`src/isw_map.svh`:
```
// Register offsets, field positions, reset values and timing counts.
`ifndef ISW_MAP_SVH
`define ISW_MAP_SVH
`define ISW_OFS_EDGE_SEL 8'he6
`define ISW_OFS_PIN_FUNC 8'he7
`define ISW_OFS_IRQ_ENABLE 8'he8
`define ISW_OFS_IRQ_FLAG 8'he9
`define ISW_OFS_SLEEP_CTRL 8'hea
`define ISW_OFS_STATUS 8'heb
`define ISW_OFS_WAKE_PRESCALE 8'hec
`define ISW_RST_EDGE_SEL 8'h00
`define ISW_RST_PIN_FUNC 8'h00
`define ISW_RST_IRQ_ENABLE 16'h0000
`define ISW_RST_PRESCALE 8'h00
`define ISW_SLEEP_BIT 0
`define ISW_PSW_BREAK_BIT 4
`define ISW_PSW_IFLAG_BIT 2
`define ISW_ACCEPT_CYCLES 4'd8
`define ISW_MACHINE_DIV 4'd4
`define ISW_STACK_PUSHES 2'd3
`define ISW_VECTOR_BASE 16'hffe0
`define ISW_BREAK_VECTOR 16'hffde
`endif

```
`src/isw_pkg.sv`:
```
// Types shared by the interrupt sequencer files.
package isw_pkg;
  typedef enum logic [2:0] {
    ST_RUN = 3'b000,
    ST_WAIT_END = 3'b001,
    ST_ACCEPT = 3'b010,
    ST_SLEEP = 3'b011,
    ST_WAKE = 3'b100
  } isw_state_t;

  typedef struct packed {
    logic push_valid;
    logic [1:0] push_index;
    logic [7:0] push_data;
    logic load_pc;
    logic [15:0] vector_addr;
    logic halt;
    logic resume;
  } isw_cpu_cmd_t;
endpackage

```
`src/isw_edge_detect.sv`:
```
// Edge detector for one external interrupt pin.
`timescale 1ns/1ps
module isw_edge_detect
(
  input wire logic clk, // System clock.
  input wire logic rst, // Asynchronous reset.
  input wire logic tick, // Machine cycle enable.
  input wire logic pin, // Pin level.
  input wire logic enable, // Pin works as an interrupt input.
  input wire logic [1:0] mode, // 01 rising, 10 falling, 11 both.
  output logic edge_seen // Edge found this machine cycle.
);
  logic prev_reg;

  always_ff @(posedge clk or posedge rst)
  begin
    if (rst)
      prev_reg <= 1'b0;
    else if (tick)
      prev_reg <= pin;
  end

  always_comb
  begin
    edge_seen = tick && enable &&
      ((mode[0] && pin && !prev_reg) || (mode[1] && !pin && prev_reg));
  end
endmodule

```
`src/isw_wake_timer.sv`:
```
// Wake-up interval counter that runs from 00 to ff before release.
`timescale 1ns/1ps
module isw_wake_timer
#(
  parameter int WIDTH = 8
)
(
  input wire logic clk, // System clock.
  input wire logic rst, // Asynchronous reset.
  input wire logic start, // Clear and begin counting.
  input wire logic [7:0] prescale, // Divider value minus one.
  output logic overflow // One-cycle pulse at count wrap.
);
  logic [7:0] pre_reg;
  logic [WIDTH-1:0] cnt_reg;
  logic run_reg;
  logic step;

  assign step = run_reg && (pre_reg == prescale);

  always_ff @(posedge clk or posedge rst)
  begin
    if (rst)
      pre_reg <= 8'h00;
    else if (start || step)
      pre_reg <= 8'h00;
    else if (run_reg)
      pre_reg <= pre_reg + 8'h01;
  end

  always_ff @(posedge clk or posedge rst)
  begin
    if (rst)
    begin
      cnt_reg <= '0;
      run_reg <= 1'b0;
    end
    else if (start)
    begin
      cnt_reg <= '0;
      run_reg <= 1'b1;
    end
    else if (step)
    begin
      cnt_reg <= cnt_reg + 1'b1;
      if (&cnt_reg)
        run_reg <= 1'b0;
    end
  end

  assign overflow = step && (&cnt_reg);
endmodule

```
`src/isw_sequencer.sv`:
```
// Interrupt latch, priority, acceptance sequence and sleep control.
//
// The plain strobed port was decided locally.
`timescale 1ns/1ps
`include "isw_map.svh"
module isw_sequencer
#(
  parameter int NSRC = 13
)
(
  input wire logic clk, // 250 MHz system clock.
  input wire logic rst, // Asynchronous reset.
  input wire logic [7:0] addr, // Register address.
  input wire logic [7:0] wdata, // Register write data.
  input wire logic wr, // Register write strobe.
  input wire logic rd, // Register read strobe.
  output logic [7:0] rdata, // Read data, cycle after rd.
  input wire logic ext_irq_pin_a, // External interrupt pin a.
  input wire logic ext_irq_pin_b, // External interrupt pin b.
  input wire logic [NSRC-3:0] periph_req, // Peripheral request pulses.
  input wire logic nmi_req, // Non-maskable request pulse.
  input wire logic instr_done, // Current instruction completed.
  input wire logic software_break, // Break instruction executed.
  input wire logic return_from_interrupt, // Return instruction executed.
  input wire logic enable_interrupts_op, // Sets master enable.
  input wire logic disable_interrupts_op, // Clears master enable.
  input wire logic [15:0] pc, // Return program counter.
  input wire logic [7:0] psw_in, // Processor status word.
  output isw_pkg::isw_cpu_cmd_t cmd, // Commands to the CPU core.
  output logic [7:0] processor_status_word, // Status word to push.
  output logic master_enable, // Master interrupt enable.
  output logic in_service // Service task active.
);
  logic [NSRC-1:0] flag_reg;
  logic [NSRC-1:0] flag_set;
  logic [NSRC-1:0] flag_clr;
  logic [15:0] ien_reg;
  logic [7:0] edge_select_register;
  logic [7:0] pin_function_select;
  logic [7:0] prescale_reg;
  logic [7:0] rdata_reg;
  logic iflag_reg;
  logic nmi_pend_reg;
  logic nmi_block_reg;
  logic brk_pend_reg;
  logic svc_reg;
  isw_pkg::isw_state_t state_reg;
  logic [3:0] cnt_reg;
  logic [3:0] div_reg;
  logic tick;
  logic [NSRC-1:0] ready;
  logic [NSRC-1:0] ready_smp_reg;
  logic any_ready;
  logic [3:0] win_idx;
  logic [3:0] sel_reg;
  logic sel_nmi_reg;
  logic sel_brk_reg;
  logic edge_a;
  logic edge_b;
  logic wake_start;
  logic wake_ovf;
  logic sleep_write;
  isw_pkg::isw_cpu_cmd_t cmd_reg;

  // ==========================================================
  // Machine cycle divider and pin edge capture.
  always_ff @(posedge clk or posedge rst)
  begin
    if (rst)
      div_reg <= 4'h0;
    else if (div_reg == `ISW_MACHINE_DIV - 4'd1)
      div_reg <= 4'h0;
    else
      div_reg <= div_reg + 4'd1;
  end
  assign tick = (div_reg == `ISW_MACHINE_DIV - 4'd1);

  isw_edge_detect u_edge_a
  (
    .clk(clk),
    .rst(rst),
    .tick(tick),
    .pin(ext_irq_pin_a),
    .enable(pin_function_select[0]),
    .mode(edge_select_register[1:0]),
    .edge_seen(edge_a)
  );

  isw_edge_detect u_edge_b
  (
    .clk(clk),
    .rst(rst),
    .tick(tick),
    .pin(ext_irq_pin_b),
    .enable(pin_function_select[1]),
    .mode(edge_select_register[3:2]),
    .edge_seen(edge_b)
  );

  // ==========================================================
  // Request flags. A set in the same cycle as a clear wins, so no
  // event is lost.
  assign flag_set = {periph_req, edge_b, edge_a};

  always_comb
  begin
    flag_clr = '0;
    if (state_reg == isw_pkg::ST_ACCEPT && cnt_reg == 4'd1 &&
        !sel_nmi_reg && !sel_brk_reg)
      flag_clr[sel_reg] = 1'b1;
    if (wr && addr == `ISW_OFS_IRQ_FLAG)
      flag_clr[1:0] = flag_clr[1:0] | ~wdata[1:0];
  end

  always_ff @(posedge clk or posedge rst)
  begin
    if (rst)
      flag_reg <= '0;
    else
      flag_reg <= (flag_reg & ~flag_clr) | flag_set;
  end

  // ==========================================================
  // Gating and fixed priority; index zero is highest.
  assign ready = flag_reg & ien_reg[NSRC-1:0] & {NSRC{iflag_reg}};

  // Sampled one machine cycle later so edges get a full cycle to settle.
  always_ff @(posedge clk or posedge rst)
  begin
    if (rst)
      ready_smp_reg <= '0;
    else if (tick)
      ready_smp_reg <= ready;
  end

  function automatic logic [3:0] first_set(input logic [NSRC-1:0] v);
    first_set = 4'd0;
    for (int i = NSRC - 1; i >= 0; i--)
      if (v[i])
        first_set = 4'(i);
  endfunction

  assign win_idx = first_set(ready_smp_reg & ready);
  assign any_ready = |(ready_smp_reg & ready) && !nmi_block_reg;

  // ==========================================================
  // Master enable, break and non-maskable bookkeeping.
  always_ff @(posedge clk or posedge rst)
  begin
    if (rst)
      iflag_reg <= 1'b0;
    else if (state_reg == isw_pkg::ST_ACCEPT && cnt_reg == 4'd0 &&
             !sel_nmi_reg)
      iflag_reg <= 1'b0;
    else if (enable_interrupts_op)
      iflag_reg <= 1'b1;
    else if (disable_interrupts_op)
      iflag_reg <= 1'b0;
  end

  always_ff @(posedge clk or posedge rst)
  begin
    if (rst)
    begin
      nmi_pend_reg <= 1'b0;
      brk_pend_reg <= 1'b0;
    end
    else
    begin
      if (nmi_req)
        nmi_pend_reg <= 1'b1;
      else if (state_reg == isw_pkg::ST_ACCEPT && sel_nmi_reg)
        nmi_pend_reg <= 1'b0;
      if (software_break)
        brk_pend_reg <= 1'b1;
      else if (state_reg == isw_pkg::ST_ACCEPT && sel_brk_reg)
        brk_pend_reg <= 1'b0;
    end
  end

  // Non-maskable service blocks everything until its return.
  always_ff @(posedge clk or posedge rst)
  begin
    if (rst)
      nmi_block_reg <= 1'b0;
    else if (state_reg == isw_pkg::ST_ACCEPT && sel_nmi_reg)
      nmi_block_reg <= 1'b1;
    else if (return_from_interrupt)
      nmi_block_reg <= 1'b0;
  end

  always_ff @(posedge clk or posedge rst)
  begin
    if (rst)
      svc_reg <= 1'b0;
    else if (state_reg == isw_pkg::ST_ACCEPT)
      svc_reg <= 1'b1;
    else if (return_from_interrupt)
      svc_reg <= 1'b0;
  end

  // ==========================================================
  // Acceptance and sleep state machine.
  assign sleep_write = wr && addr == `ISW_OFS_SLEEP_CTRL &&
    wdata[`ISW_SLEEP_BIT];
  assign wake_start = state_reg == isw_pkg::ST_SLEEP &&
    (|flag_reg || nmi_pend_reg);

  isw_wake_timer #(.WIDTH(8)) u_wake
  (
    .clk(clk),
    .rst(rst),
    .start(wake_start),
    .prescale(prescale_reg),
    .overflow(wake_ovf)
  );

  always_ff @(posedge clk or posedge rst)
  begin
    if (rst)
    begin
      state_reg <= isw_pkg::ST_RUN;
      cnt_reg <= 4'h0;
      sel_reg <= 4'h0;
      sel_nmi_reg <= 1'b0;
      sel_brk_reg <= 1'b0;
    end
    else
    begin
      case (state_reg)
        isw_pkg::ST_RUN:
        begin
          if (sleep_write)
            state_reg <= isw_pkg::ST_SLEEP;
          // A break waits while any enabled flag is still being sampled,
          // so a maskable request arriving with it is served first.
          else if ((any_ready || (nmi_pend_reg && !nmi_block_reg) ||
                    (brk_pend_reg && !(|ready))) && !nmi_block_reg)
          begin
            sel_nmi_reg <= nmi_pend_reg;
            sel_brk_reg <= !nmi_pend_reg && !any_ready;
            sel_reg <= win_idx;
            state_reg <= isw_pkg::ST_WAIT_END;
          end
        end
        isw_pkg::ST_WAIT_END:
          if (instr_done)
          begin
            cnt_reg <= 4'h0;
            state_reg <= isw_pkg::ST_ACCEPT;
          end
        isw_pkg::ST_ACCEPT:
          if (cnt_reg == `ISW_ACCEPT_CYCLES - 4'd1)
            state_reg <= isw_pkg::ST_RUN;
          else
            cnt_reg <= cnt_reg + 4'd1;
        isw_pkg::ST_SLEEP:
          if (wake_start)
            state_reg <= isw_pkg::ST_WAKE;
        isw_pkg::ST_WAKE:
          if (wake_ovf)
            state_reg <= isw_pkg::ST_RUN;
        default:
          state_reg <= isw_pkg::ST_RUN;
      endcase
    end
  end

  // ==========================================================
  // CPU command word. Accumulator and index registers are left to
  // software; only return address and status are pushed.
  always_ff @(posedge clk or posedge rst)
  begin
    if (rst)
      cmd_reg <= '0;
    else
    begin
      cmd_reg.push_valid <= 1'b0;
      cmd_reg.load_pc <= 1'b0;
      cmd_reg.resume <= 1'b0;
      cmd_reg.halt <= state_reg == isw_pkg::ST_SLEEP ||
        state_reg == isw_pkg::ST_WAKE || sleep_write;
      if (state_reg == isw_pkg::ST_ACCEPT &&
          cnt_reg >= 4'd2 && cnt_reg < 4'd2 + 4'(`ISW_STACK_PUSHES))
      begin
        cmd_reg.push_valid <= 1'b1;
        cmd_reg.push_index <= 2'(cnt_reg - 4'd2);
        case (cnt_reg)
          4'd2: cmd_reg.push_data <= pc[15:8];
          4'd3: cmd_reg.push_data <= pc[7:0];
          default: cmd_reg.push_data <= processor_status_word;
        endcase
      end
      if (state_reg == isw_pkg::ST_ACCEPT &&
          cnt_reg == `ISW_ACCEPT_CYCLES - 4'd1)
      begin
        cmd_reg.load_pc <= 1'b1;
        cmd_reg.vector_addr <= sel_brk_reg ? `ISW_BREAK_VECTOR :
          `ISW_VECTOR_BASE - {11'h000, sel_reg, 1'b0};
      end
      if (state_reg == isw_pkg::ST_WAKE && wake_ovf)
        cmd_reg.resume <= 1'b1;
    end
  end

  always_comb
  begin
    processor_status_word = psw_in;
    processor_status_word[`ISW_PSW_BREAK_BIT] = sel_brk_reg;
    processor_status_word[`ISW_PSW_IFLAG_BIT] = iflag_reg;
  end

  assign cmd = cmd_reg;
  assign master_enable = iflag_reg;
  assign in_service = svc_reg;

  // ==========================================================
  // Register port; reads answer one cycle after the strobe.
  always_ff @(posedge clk or posedge rst)
  begin
    if (rst)
    begin
      edge_select_register <= `ISW_RST_EDGE_SEL;
      pin_function_select <= `ISW_RST_PIN_FUNC;
      ien_reg <= `ISW_RST_IRQ_ENABLE;
      prescale_reg <= `ISW_RST_PRESCALE;
    end
    else if (wr)
    begin
      case (addr)
        `ISW_OFS_EDGE_SEL: edge_select_register <= wdata;
        `ISW_OFS_PIN_FUNC: pin_function_select <= wdata;
        `ISW_OFS_IRQ_ENABLE: ien_reg <= {3'h0, wdata[4:0], wdata};
        `ISW_OFS_WAKE_PRESCALE: prescale_reg <= wdata;
        default: ;
      endcase
    end
  end

  always_ff @(posedge clk or posedge rst)
  begin
    if (rst)
      rdata_reg <= 8'h00;
    else if (rd)
    begin
      case (addr)
        `ISW_OFS_EDGE_SEL: rdata_reg <= edge_select_register;
        `ISW_OFS_PIN_FUNC: rdata_reg <= pin_function_select;
        `ISW_OFS_IRQ_ENABLE: rdata_reg <= ien_reg[7:0];
        `ISW_OFS_IRQ_FLAG: rdata_reg <= flag_reg[7:0];
        `ISW_OFS_STATUS: rdata_reg <= {3'h0, svc_reg, nmi_block_reg,
          iflag_reg, state_reg == isw_pkg::ST_SLEEP,
          state_reg == isw_pkg::ST_WAKE};
        `ISW_OFS_WAKE_PRESCALE: rdata_reg <= prescale_reg;
        default: rdata_reg <= 8'h00;
      endcase
    end
    else
      rdata_reg <= 8'h00;
  end
  assign rdata = rdata_reg;
endmodule

```
`config.mk`:
```
export PLATFORM = sky130hd
export DESIGN_NAME = isw_sequencer
export DESIGN_NICKNAME = d
export VERILOG_FILES = /design/src/isw_pkg.sv /design/src/isw_edge_detect.sv /design/src/isw_wake_timer.sv /design/src/isw_sequencer.sv
export VERILOG_INCLUDE_DIRS = /design/src
export SDC_FILE = /design/constraint.sdc
export NUM_CORES = 1
export LEC_CHECK = 0
export BUFFER_PORTS_ARGS = -buffer_cell sky130_fd_sc_hd__buf_2
export CAP_MARGIN = 0
export CELL_PAD_IN_SITES_DETAIL_PLACEMENT = 1
export CELL_PAD_IN_SITES_GLOBAL_PLACEMENT = 1
export CORE_ASPECT_RATIO = 1.2
export CORE_MARGIN = 4
export CORE_UTILIZATION = 25
export DETAILED_ROUTE_END_ITERATION = 10
export PLACE_DENSITY_LB_ADDON = 0.05
export REMOVE_ABC_BUFFERS = 1
export SYNTH_ARGS = -nofsm -noshare
export SYNTH_HDL_FRONTEND = slang
export SYNTH_SLANG_ARGS = --single-unit
export TNS_END_PERCENT = 5
```
`constraint.sdc`:
```
create_clock -name clk -period 9.6 [get_ports clk]
set_input_delay 0.48 -clock clk [delete_from_list [all_inputs] [get_ports clk]]
set_output_delay 0.48 -clock clk [all_outputs]
set_load 0.01 [all_outputs]
```
=== After elaboration in Yosys (flattened, before gate mapping) ===
Cells that the tools add are included.

* Add/sub/neg operators: 6
* Magnitude comparators: 4
* Equality and inequality tests: 23
* Muxes and demuxes: 52
* Bitwise logic cells: 9
* Reductions and logical operators: 76

{| class="wikitable"
|+ Operator list
! cell !! count
|-
| 4-bit two-way mux || 16
|-
| 8-bit equality test, second input constant || 7
|-
| 13-bit bitwise AND || 4
|-
| 8-bit one-hot mux with 6 select lines || 1
|-
| 8-bit two-way mux || 5
|-
| 13-bit OR reduction || 3
|-
| 1-bit logical AND || 35
|-
| 3-bit two-way mux || 6
|-
| 17-bit two-way mux || 1
|-
| 8-bit by 1-bit adder with 8-bit output, second input constant || 2
|-
| 16-bit two-way mux || 1
|-
| 8-bit one-hot mux with 2 select lines || 1
|-
| 2-bit nonzero test || 8
|-
| 1-bit two-way mux || 15
|-
| 3-bit one-hot mux with 5 select lines || 1
|-
| 13-bit two-way mux || 1
|-
| 13-bit NOT || 1
|-
| 13-bit bitwise OR || 1
|-
| 4-bit by 2-bit equality test with 1-bit output, second input constant || 3
|-
| 11-bit two-way mux || 1
|-
| 1-bit logical NOT || 10
|-
| 2-bit AND reduction || 5
|-
| 4-bit by 1-bit adder with 4-bit output, second input constant || 2
|-
| 8-bit equality test || 1
|-
| other kinds (27) || 39
|}

* Register bits: 142
* Input port bits: 63
* Output and inout port bits: 48
* Word-level logic and storage cells: 200

=== Logic depth before layout (Yosys ltp) ===
Gate-level depths: netlist (run 1).

* Word-level depth: 16
* Mapped depth: 7
* Mapped depth without buffers: 6

=== Hierarchy ===
A second synthesis (run 1) with hierarchy kept.

* Cells, all modules: 611
* Area, all modules: 6396.1 sq um

{| class="wikitable"
|+ Modules (own cells, without submodules)
! module !! instances !! cells an instance !! area each (sq um) !! seq. area each (sq um)
|-
| isw_sequencer || 1 || 496 || 5320.1 || 2702.6
|-
| isw_wake_timer || 1 || 101 || 940.9 || 425.4
|-
| isw_edge_detect || 2 || 7 || 67.6 || 25.0
|}

=== Worst setup path before layout (run 1) ===
Ideal clock, no wire load.

* Kind: input to register
* From: input addr[1]
* To: register edge_select_register[0]
* Library setup time: 0.125 ns
* Arrival: 1.886 ns
* Required time: 9.475 ns
* Setup slack: 7.589 ns
* Stages: 4
* Path through: clkbuf_1 -> nand3_1 -> nor3b_2 -> mux2_2

* Cells in the longest elaborated chain, start to end: 2

{| class="wikitable"
|+ Ends and longest elaborated chain
! item !! RTL line !! text
|-
| start: declaration || isw_sequencer.sv:13 || <nowiki>input wire logic [7:0] addr,</nowiki>
|-
| 8-bit equality test || isw_sequencer.sv:330 || <nowiki>case (addr)</nowiki>
|-
| 2-bit AND reduction (no line) || -- ||
|-
| end signal: assignment || isw_sequencer.sv:323 || <nowiki>edge_select_register <= `ISW_RST_EDGE_SEL;</nowiki>
|-
| end signal: assignment || isw_sequencer.sv:331 || <nowiki>`ISW_OFS_EDGE_SEL: edge_select_register <= wdata;</nowiki>
|-
| end: declaration || isw_sequencer.sv:38 || <nowiki>logic [7:0] edge_select_register;</nowiki>
|}

No other way between the ends.
A chain may end at the register's enable or synchronous reset.

=== Worst setup path in the final report (run 1) ===
* From: register state_reg[2]
* To: register cmd_reg, in the netlist cmd[28]

* Cells in the longest elaborated chain, start to end: 3

{| class="wikitable"
|+ Ends and longest elaborated chain
! item !! RTL line !! text
|-
| start: declaration || isw_sequencer.sv:47 || <nowiki>isw_pkg::isw_state_t state_reg;</nowiki>
|-
| start signal: assignment || isw_sequencer.sv:222 || <nowiki>state_reg <= isw_pkg::ST_RUN;</nowiki>
|-
| start signal: assignment || isw_sequencer.sv:234 || <nowiki>state_reg <= isw_pkg::ST_SLEEP;</nowiki>
|-
| start signal: assignment || isw_sequencer.sv:243 || <nowiki>state_reg <= isw_pkg::ST_WAIT_END;</nowiki>
|-
| 3-bit by 2-bit equality test with 1-bit output || isw_sequencer.sv:283 || <nowiki>if (state_reg == isw_pkg::ST_ACCEPT &&</nowiki>
|-
| 1-bit logical AND (2 in a row) || isw_sequencer.sv:283 ||
|-
| end: declaration || isw_sequencer.sv:63 || <nowiki>isw_pkg::isw_cpu_cmd_t cmd_reg;</nowiki>
|}

No other way between the ends.

==> results_dict.tcl, run 1 <==
set metrics [dict create \
    grt_pass1_vias 5437 \
    hold_buffers 0 \
    synth_seq_cells 127 \
    antenna_found_initial 0 \
    max_slew_margin 0.194 \
    dp.cells 1019 \
    final_max_slew_viol_count 0 \
    drtIter0Drc 179 \
    cp-start-kind "register" \
    ios 111 \
    critPathLaunch "state_reg[2]$_DFFE_PP0P_" \
    die_w_um 154 \
    reg2reg_depth 3 \
    antenna_left 0 \
    ys_warn_count 0 \
    netlist.area_leader.share 0.500 \
    htreeDepth 4 \
    worst_path_max_delay_cell "a2111oi_4" \
    rsz0062_at_grt "false" \
    area.growth.synth_to_final_pct 21.2 \
    layout.cells.most_common "dfrtp_1" \
    die_h_um 183 \
    hold_slack_ps 160 \
    fmax_ghz 0.398 \
    yosys.cell_types.count 58 \
    crit_chain "or3_4 -> a2111oi_4 -> mux2_2" \
    clk_pin_slew_worst_paths_ps 60 \
    insertion_delay_ps 420 \
    postSynth.topFlopCell "dfrtp_1" \
    route.detailed.drc 0 \
    syn_inst 621 \
    vias_per_cell 4.78 \
    largest_reg_flops 20 \
    rrSetupSlack_ps 7090 \
    numClockSinks 127 \
    worst_path_largest_cell_delay_ps 960 \
    required_ps 9900 \
    wl_per_cell_um 18.2 \
    place_ws_ps 7000 \
    stdcell_count 1051 \
    hpwlAfterDp_um 14300 \
    setup_tns_ps 0 \
    p_leak_nw 3.45 \
    core-area_mm2 0.0249 \
    diodes 0 \
    grt.overflow.total 0 \
    drt-pass1-iter-count 5 \
    cts_tree "done" \
    mappedNetlistArea_mm2 0.00636 \
    min_path_type "in -> async" \
    setup_viol 0 \
    syn_avg_cell_area_um2 10.2 \
    synth_edf_count 0 \
    grt_first_pass_wirelength_um 31000 \
    fin_skew_ps 7.45 \
    tightest_slew_ps 1200 \
    numCtsBuffers 17 \
    yosys-top-cells-area "dfrtp_1 50%, mux2_2 6.4%, nand2_1 3.4%" \
    cts-root-buf "clkbuf_16" \
    port_buffers 107 \
    async_flop_share 1.00 \
    fin_ws_ps 7090 \
    clock_path_buffers 2 \
    final_cell_mix "127 x dfrtp_1, 107 x buf_2, 58 x nand2_1" \
    arrival_ps 2810 \
    hold_violations 0 \
    min_period_ps 2510 \
    cts_setup_buffers 0 \
    initial_core_util 0.255 \
    gp_congestion 0.773 \
    critPathCaptureType "register" \
    wl_um 19100 \
    crit_fanout 19 \
    drv_cap 0 \
    track_usage 0.140 \
    power-per-cell-area_mw_per_mm2 223 \
    nNetsFinal 788 \
    status "complete, no violations" \
    r2r-start "state_reg[2]$_DFFE_PP0P_" \
    drive_gt1_frac 0.266 \
    seq_area_frac_synth 0.500 \
    grt_start_max_net_pins 77 \
    yosys.area.top_type "dfrtp_1" \
    path_class "reg -> reg" \
    critPathBufInv 0 \
    crit_family "compound AO/OA/AOI/OAI gates" \
    die_area_mm2 0.0281 \
    ctsResizeCount 0 \
    fp-row-count 63 \
    finalCritPeriodShare 0.262 \
    vias 5023 \
    ir_drop_v 0.000113 \
    dpl_cell_area_mm2 0.00711 \
    design_area_mm2 0.00771 \
    path_depth 3 \
]
-- cells in the mapped netlist, drive strengths merged (18+ instances only) --
cell     n
buf     27
a21oi   25
dfrtp  127
inv     18
nand2   58
nand4   27
nor2    48
o21ai   39
mux2    36
nand3   27
-- cells by family after synthesis --
logic type / after synthesis / share of synthesized area
AOI/OAI and AO/OA: 124 / 0.129
xor gates and xnor gates: 20 / 0.0275
adders and majority gates: 12 / 0.0236
buffers and inverters: 57 / 0.0472
DFF: 127 / 0.500
muxes: 50 / 0.0858
other: 1 / 0.000590
and+or+nand+nor: 230 / 0.187
-- path summary, 6_finish.rpt --
check                                                 to
max                                  cmd[28]$_DFFE_PP0P_
min                                   rdata[4]$_DFF_PP0_
max reg2reg                          cmd[28]$_DFFE_PP0P_
min reg2reg                         div_reg[0]$_DFF_PP0_
max in group asynchronous  u_wake.pre_reg[7]$_DFFE_PP0P_
min in group clk                  flag_reg[12]$_DFF_PP0_
-- per-layer routing --
metal  up-vias  GRT usage  part of all wire
met4         0     0.0452             0.020
met3        23     0.0318             0.036
met1      2507      0.177              0.44
met2        93      0.238              0.50
li1       2400          -                 -
met5         -          0                 0
-- stage by stage --
| stage | total power [mW] | util |
|---|---|---|
| 2_1_floorplan | 0.929 | - |
| 3_3_place_gp | 1.08 | 0.285 |
| 3_5_place_dp | 1.09 | 0.285 |
| 4_1_cts | 1.76 | 0.310 |
| 5_1_grt | 1.84 | 0.310 |
| 6_report | 1.72 | 0.310 |
-- area by class of cell --
class,instances,area (µm²)
clock buffer,20,467
multi-input combinational,437,2880
clock inverter,12,135
timing repair buffer,112,573
tap,325,407
inverter,18,70.1
sequential,127,3180
fill,2835,17200
-- report_power, final --
group          internal [mW]  leakage (nW)  switching [mW]  total (mW)
Combinational          0.157          1.54           0.225       0.382
Sequential             0.602          1.63          0.0835       0.685
Clock                  0.404         0.285           0.252       0.656
Total                   1.16          3.45           0.561        1.72
Note: power is estimated with default switching activity, not from simulation.
==> run 2: changes to the inputs <==
- clock period: 9.6 -> 2.6 ns (I/O delays scaled with it)
==> run 2 against run 1 <==
First-iteration DRC count grew 28%; global-route usage grew 0.46 points; clock-buffer cell count shrank 2; flip-flop and latch count is the same; worst setup slack lost 6800 ps; cell count grew 3.9%; sequential share of layout area shrank 2.0 points; total power grew to 3.8 times the previous value; critical path depth grew 2.
==> results_dict.tcl, run 2 (synthesis gave the netlist of run 1 again) <==
set metrics [dict create \
    status "complete, no violations" \
    die_w_um 154 \
    fmax_ghz 0.436 \
    core-area_mm2 0.0249 \
    track_usage 0.145 \
    initial_core_util 0.255 \
    arrival_ps 2640 \
    fp-row-count 63 \
    antenna_left 0 \
    path_class "reg -> reg" \
    grt_start_max_net_pins 45 \
    crit_fanout 21 \
    worst_path_max_delay_cell "or4b_1" \
    tightest_slew_ps 660 \
    multiInputGateArea_mm2 0.00288 \
    rsz0062_at_grt "false" \
    reg2reg_depth 5 \
    vias 5250 \
    clk_pin_slew_worst_paths_ps 60 \
    crit_chain "nand4_1 -> nand4_1 -> or4b_1 -> o31ai_4 -> a22o_1" \
    stdcell_count 1092 \
    final_cell_mix "127 x dfrtp_1, 107 x buf_2, 58 x nand2_1" \
    drt-pass1-iter-count 7 \
    power-per-cell-area_mw_per_mm2 800 \
    grt.overflow.total 0 \
    drv_cap 0 \
    hold_violations 0 \
    final_max_slew_viol_count 0 \
    clock_path_buffers 2 \
    cp-start-kind "register" \
    area.growth.synth_to_final_pct 27.3 \
    wl_um 20100 \
    hold_path_end "pin_function_select[7]$_DFFE_PP0P_" \
    whs_path_depth 2 \
    gp_congestion 0.828 \
    finalCritPeriodShare 0.882 \
    port_buffers 107 \
    critPathCaptureType "register" \
    drtIter0Drc 230 \
    required_ps 2950 \
    rrSetupSlack_ps 310 \
    r2r_end "sel_reg[2]$_DFFE_PP0P_" \
    largest_reg_flops 20 \
    layout.cells.most_common "dfrtp_1" \
    fill_cells 2838 \
    dp.cells 1035 \
    numCtsBuffers 17 \
    max_slew_margin 0.559 \
    hold_start "wdata[7]" \
    antenna_found_initial 0 \
    diodes 0 \
    r2r-start "master_enable$_DFFE_PP0P_" \
    min_period_ps 2290 \
    vias_per_cell 4.81 \
    wl_per_cell_um 18.4 \
    fin_skew_ps 10.1 \
    cts-root-buf "clkbuf_16" \
    setup_viol 0 \
    insertion_delay_ps 420 \
    die_h_um 183 \
    worst_path_largest_cell_delay_ps 650 \
    hpwlAfterDp_um 15200 \
    htreeDepth 4 \
    cpMostUsedCell "nand4_1" \
    numClockSinks 127 \
    ctsResizeCount 0 \
    ir_drop_v 0.000381 \
    grt_pass1_vias 5688 \
    route.detailed.drc 0 \
    finish.utilization 0.325 \
    min_path_type "in -> reg" \
    p_leak_nw 3.66 \
    cts_tree "done" \
    seqCellArea_mm2 0.00318 \
    drive_gt1_frac 0.272 \
    die_area_mm2 0.0281 \
    grt_first_pass_wirelength_um 32300 \
    nNetsFinal 829 \
    ios 111 \
]
run 2: changes by cell type in the layout (fill, tap and decap cells not counted), sizes merged:
cell,before,now
dlygate4sd3,0,25
buf,112,128
clkinv,5,9
clkinvlp,4,1
clkbuf,20,18
bufinv,2,3
run 2: where the power goes:
part	internal [mW]	total, mW	switching [mW]	leakage, nW
logic	0.632	1.47	0.835	1.73
clock network	1.53	2.46	0.924	0.300
registers	2.22	2.55	0.334	1.63
total	4.38	6.48	2.09	3.66
run 2: final cells by class:
| cell class | count | area share |
|---|---|---|
| clock buffer | 18 | 0.0542 |
| clock inverter | 14 | 0.0206 |
| inverter | 18 | 0.00865 |
| multi-input combinational | 437 | 0.356 |
| sequential | 127 | 0.392 |
| tap | 325 | 0.0502 |
| timing repair buffer | 153 | 0.118 |
run 2: worst max path at each step:
stage	startpoint	to	slack, ps	cells after the start
floorplan	rst	brk_pend_reg$_DFFE_PP0P_	-910	1
global placement	master_enable$_DFFE_PP0P_	state_reg[0]$_DFFE_PP0P_	320	5
detailed placement	master_enable$_DFFE_PP0P_	sel_reg[2]$_DFFE_PP0P_	310	5
CTS	master_enable$_DFFE_PP0P_	sel_reg[2]$_DFFE_PP0P_	290	5
global route	master_enable$_DFFE_PP0P_	sel_reg[2]$_DFFE_PP0P_	160	5
finish	master_enable$_DFFE_PP0P_	sel_reg[2]$_DFFE_PP0P_	310	5
run 2: critical path, delay by kind of cell (launching register included):
family          cells  cell delay (ps)
flops               1              620
compound gates      2              520
simple gates        3             1090
run 2: stage by stage:
step | setup WS (ps) | power [mW] | hold WS (ps) | instance area (µm²) | TNS [ps]
floorplan | -914 | 3.43 | 222 | 6130 | -116120
global placement | 323 | 4.01 | 198 | 7240 | 0
detailed placement | 310 | 4.06 | 210 | 7240 | 0
CTS | 292 | 6.59 | 8.51 | 8100 | 0
global route | 157 | 6.88 | 19.3 | 8100 | 0
finish | 306 | 6.48 | 24.2 | 8100 | 0
run 2: routing by layer:
metal | global-route usage | routed length, µm
met5 | 0 | 0
met3 | 0.0270 | 650
met2 | 0.253 | 10300
met4 | 0.0516 | 380
met1 | 0.178 | 8780
run 2: timing repair:
item                                    4_1_cts  5_1_grt
endpoints found under the setup margin        0        0
hold buffers                                 25        0
setup buffers                                 0        0
endpoints found under the hold margin        61        0
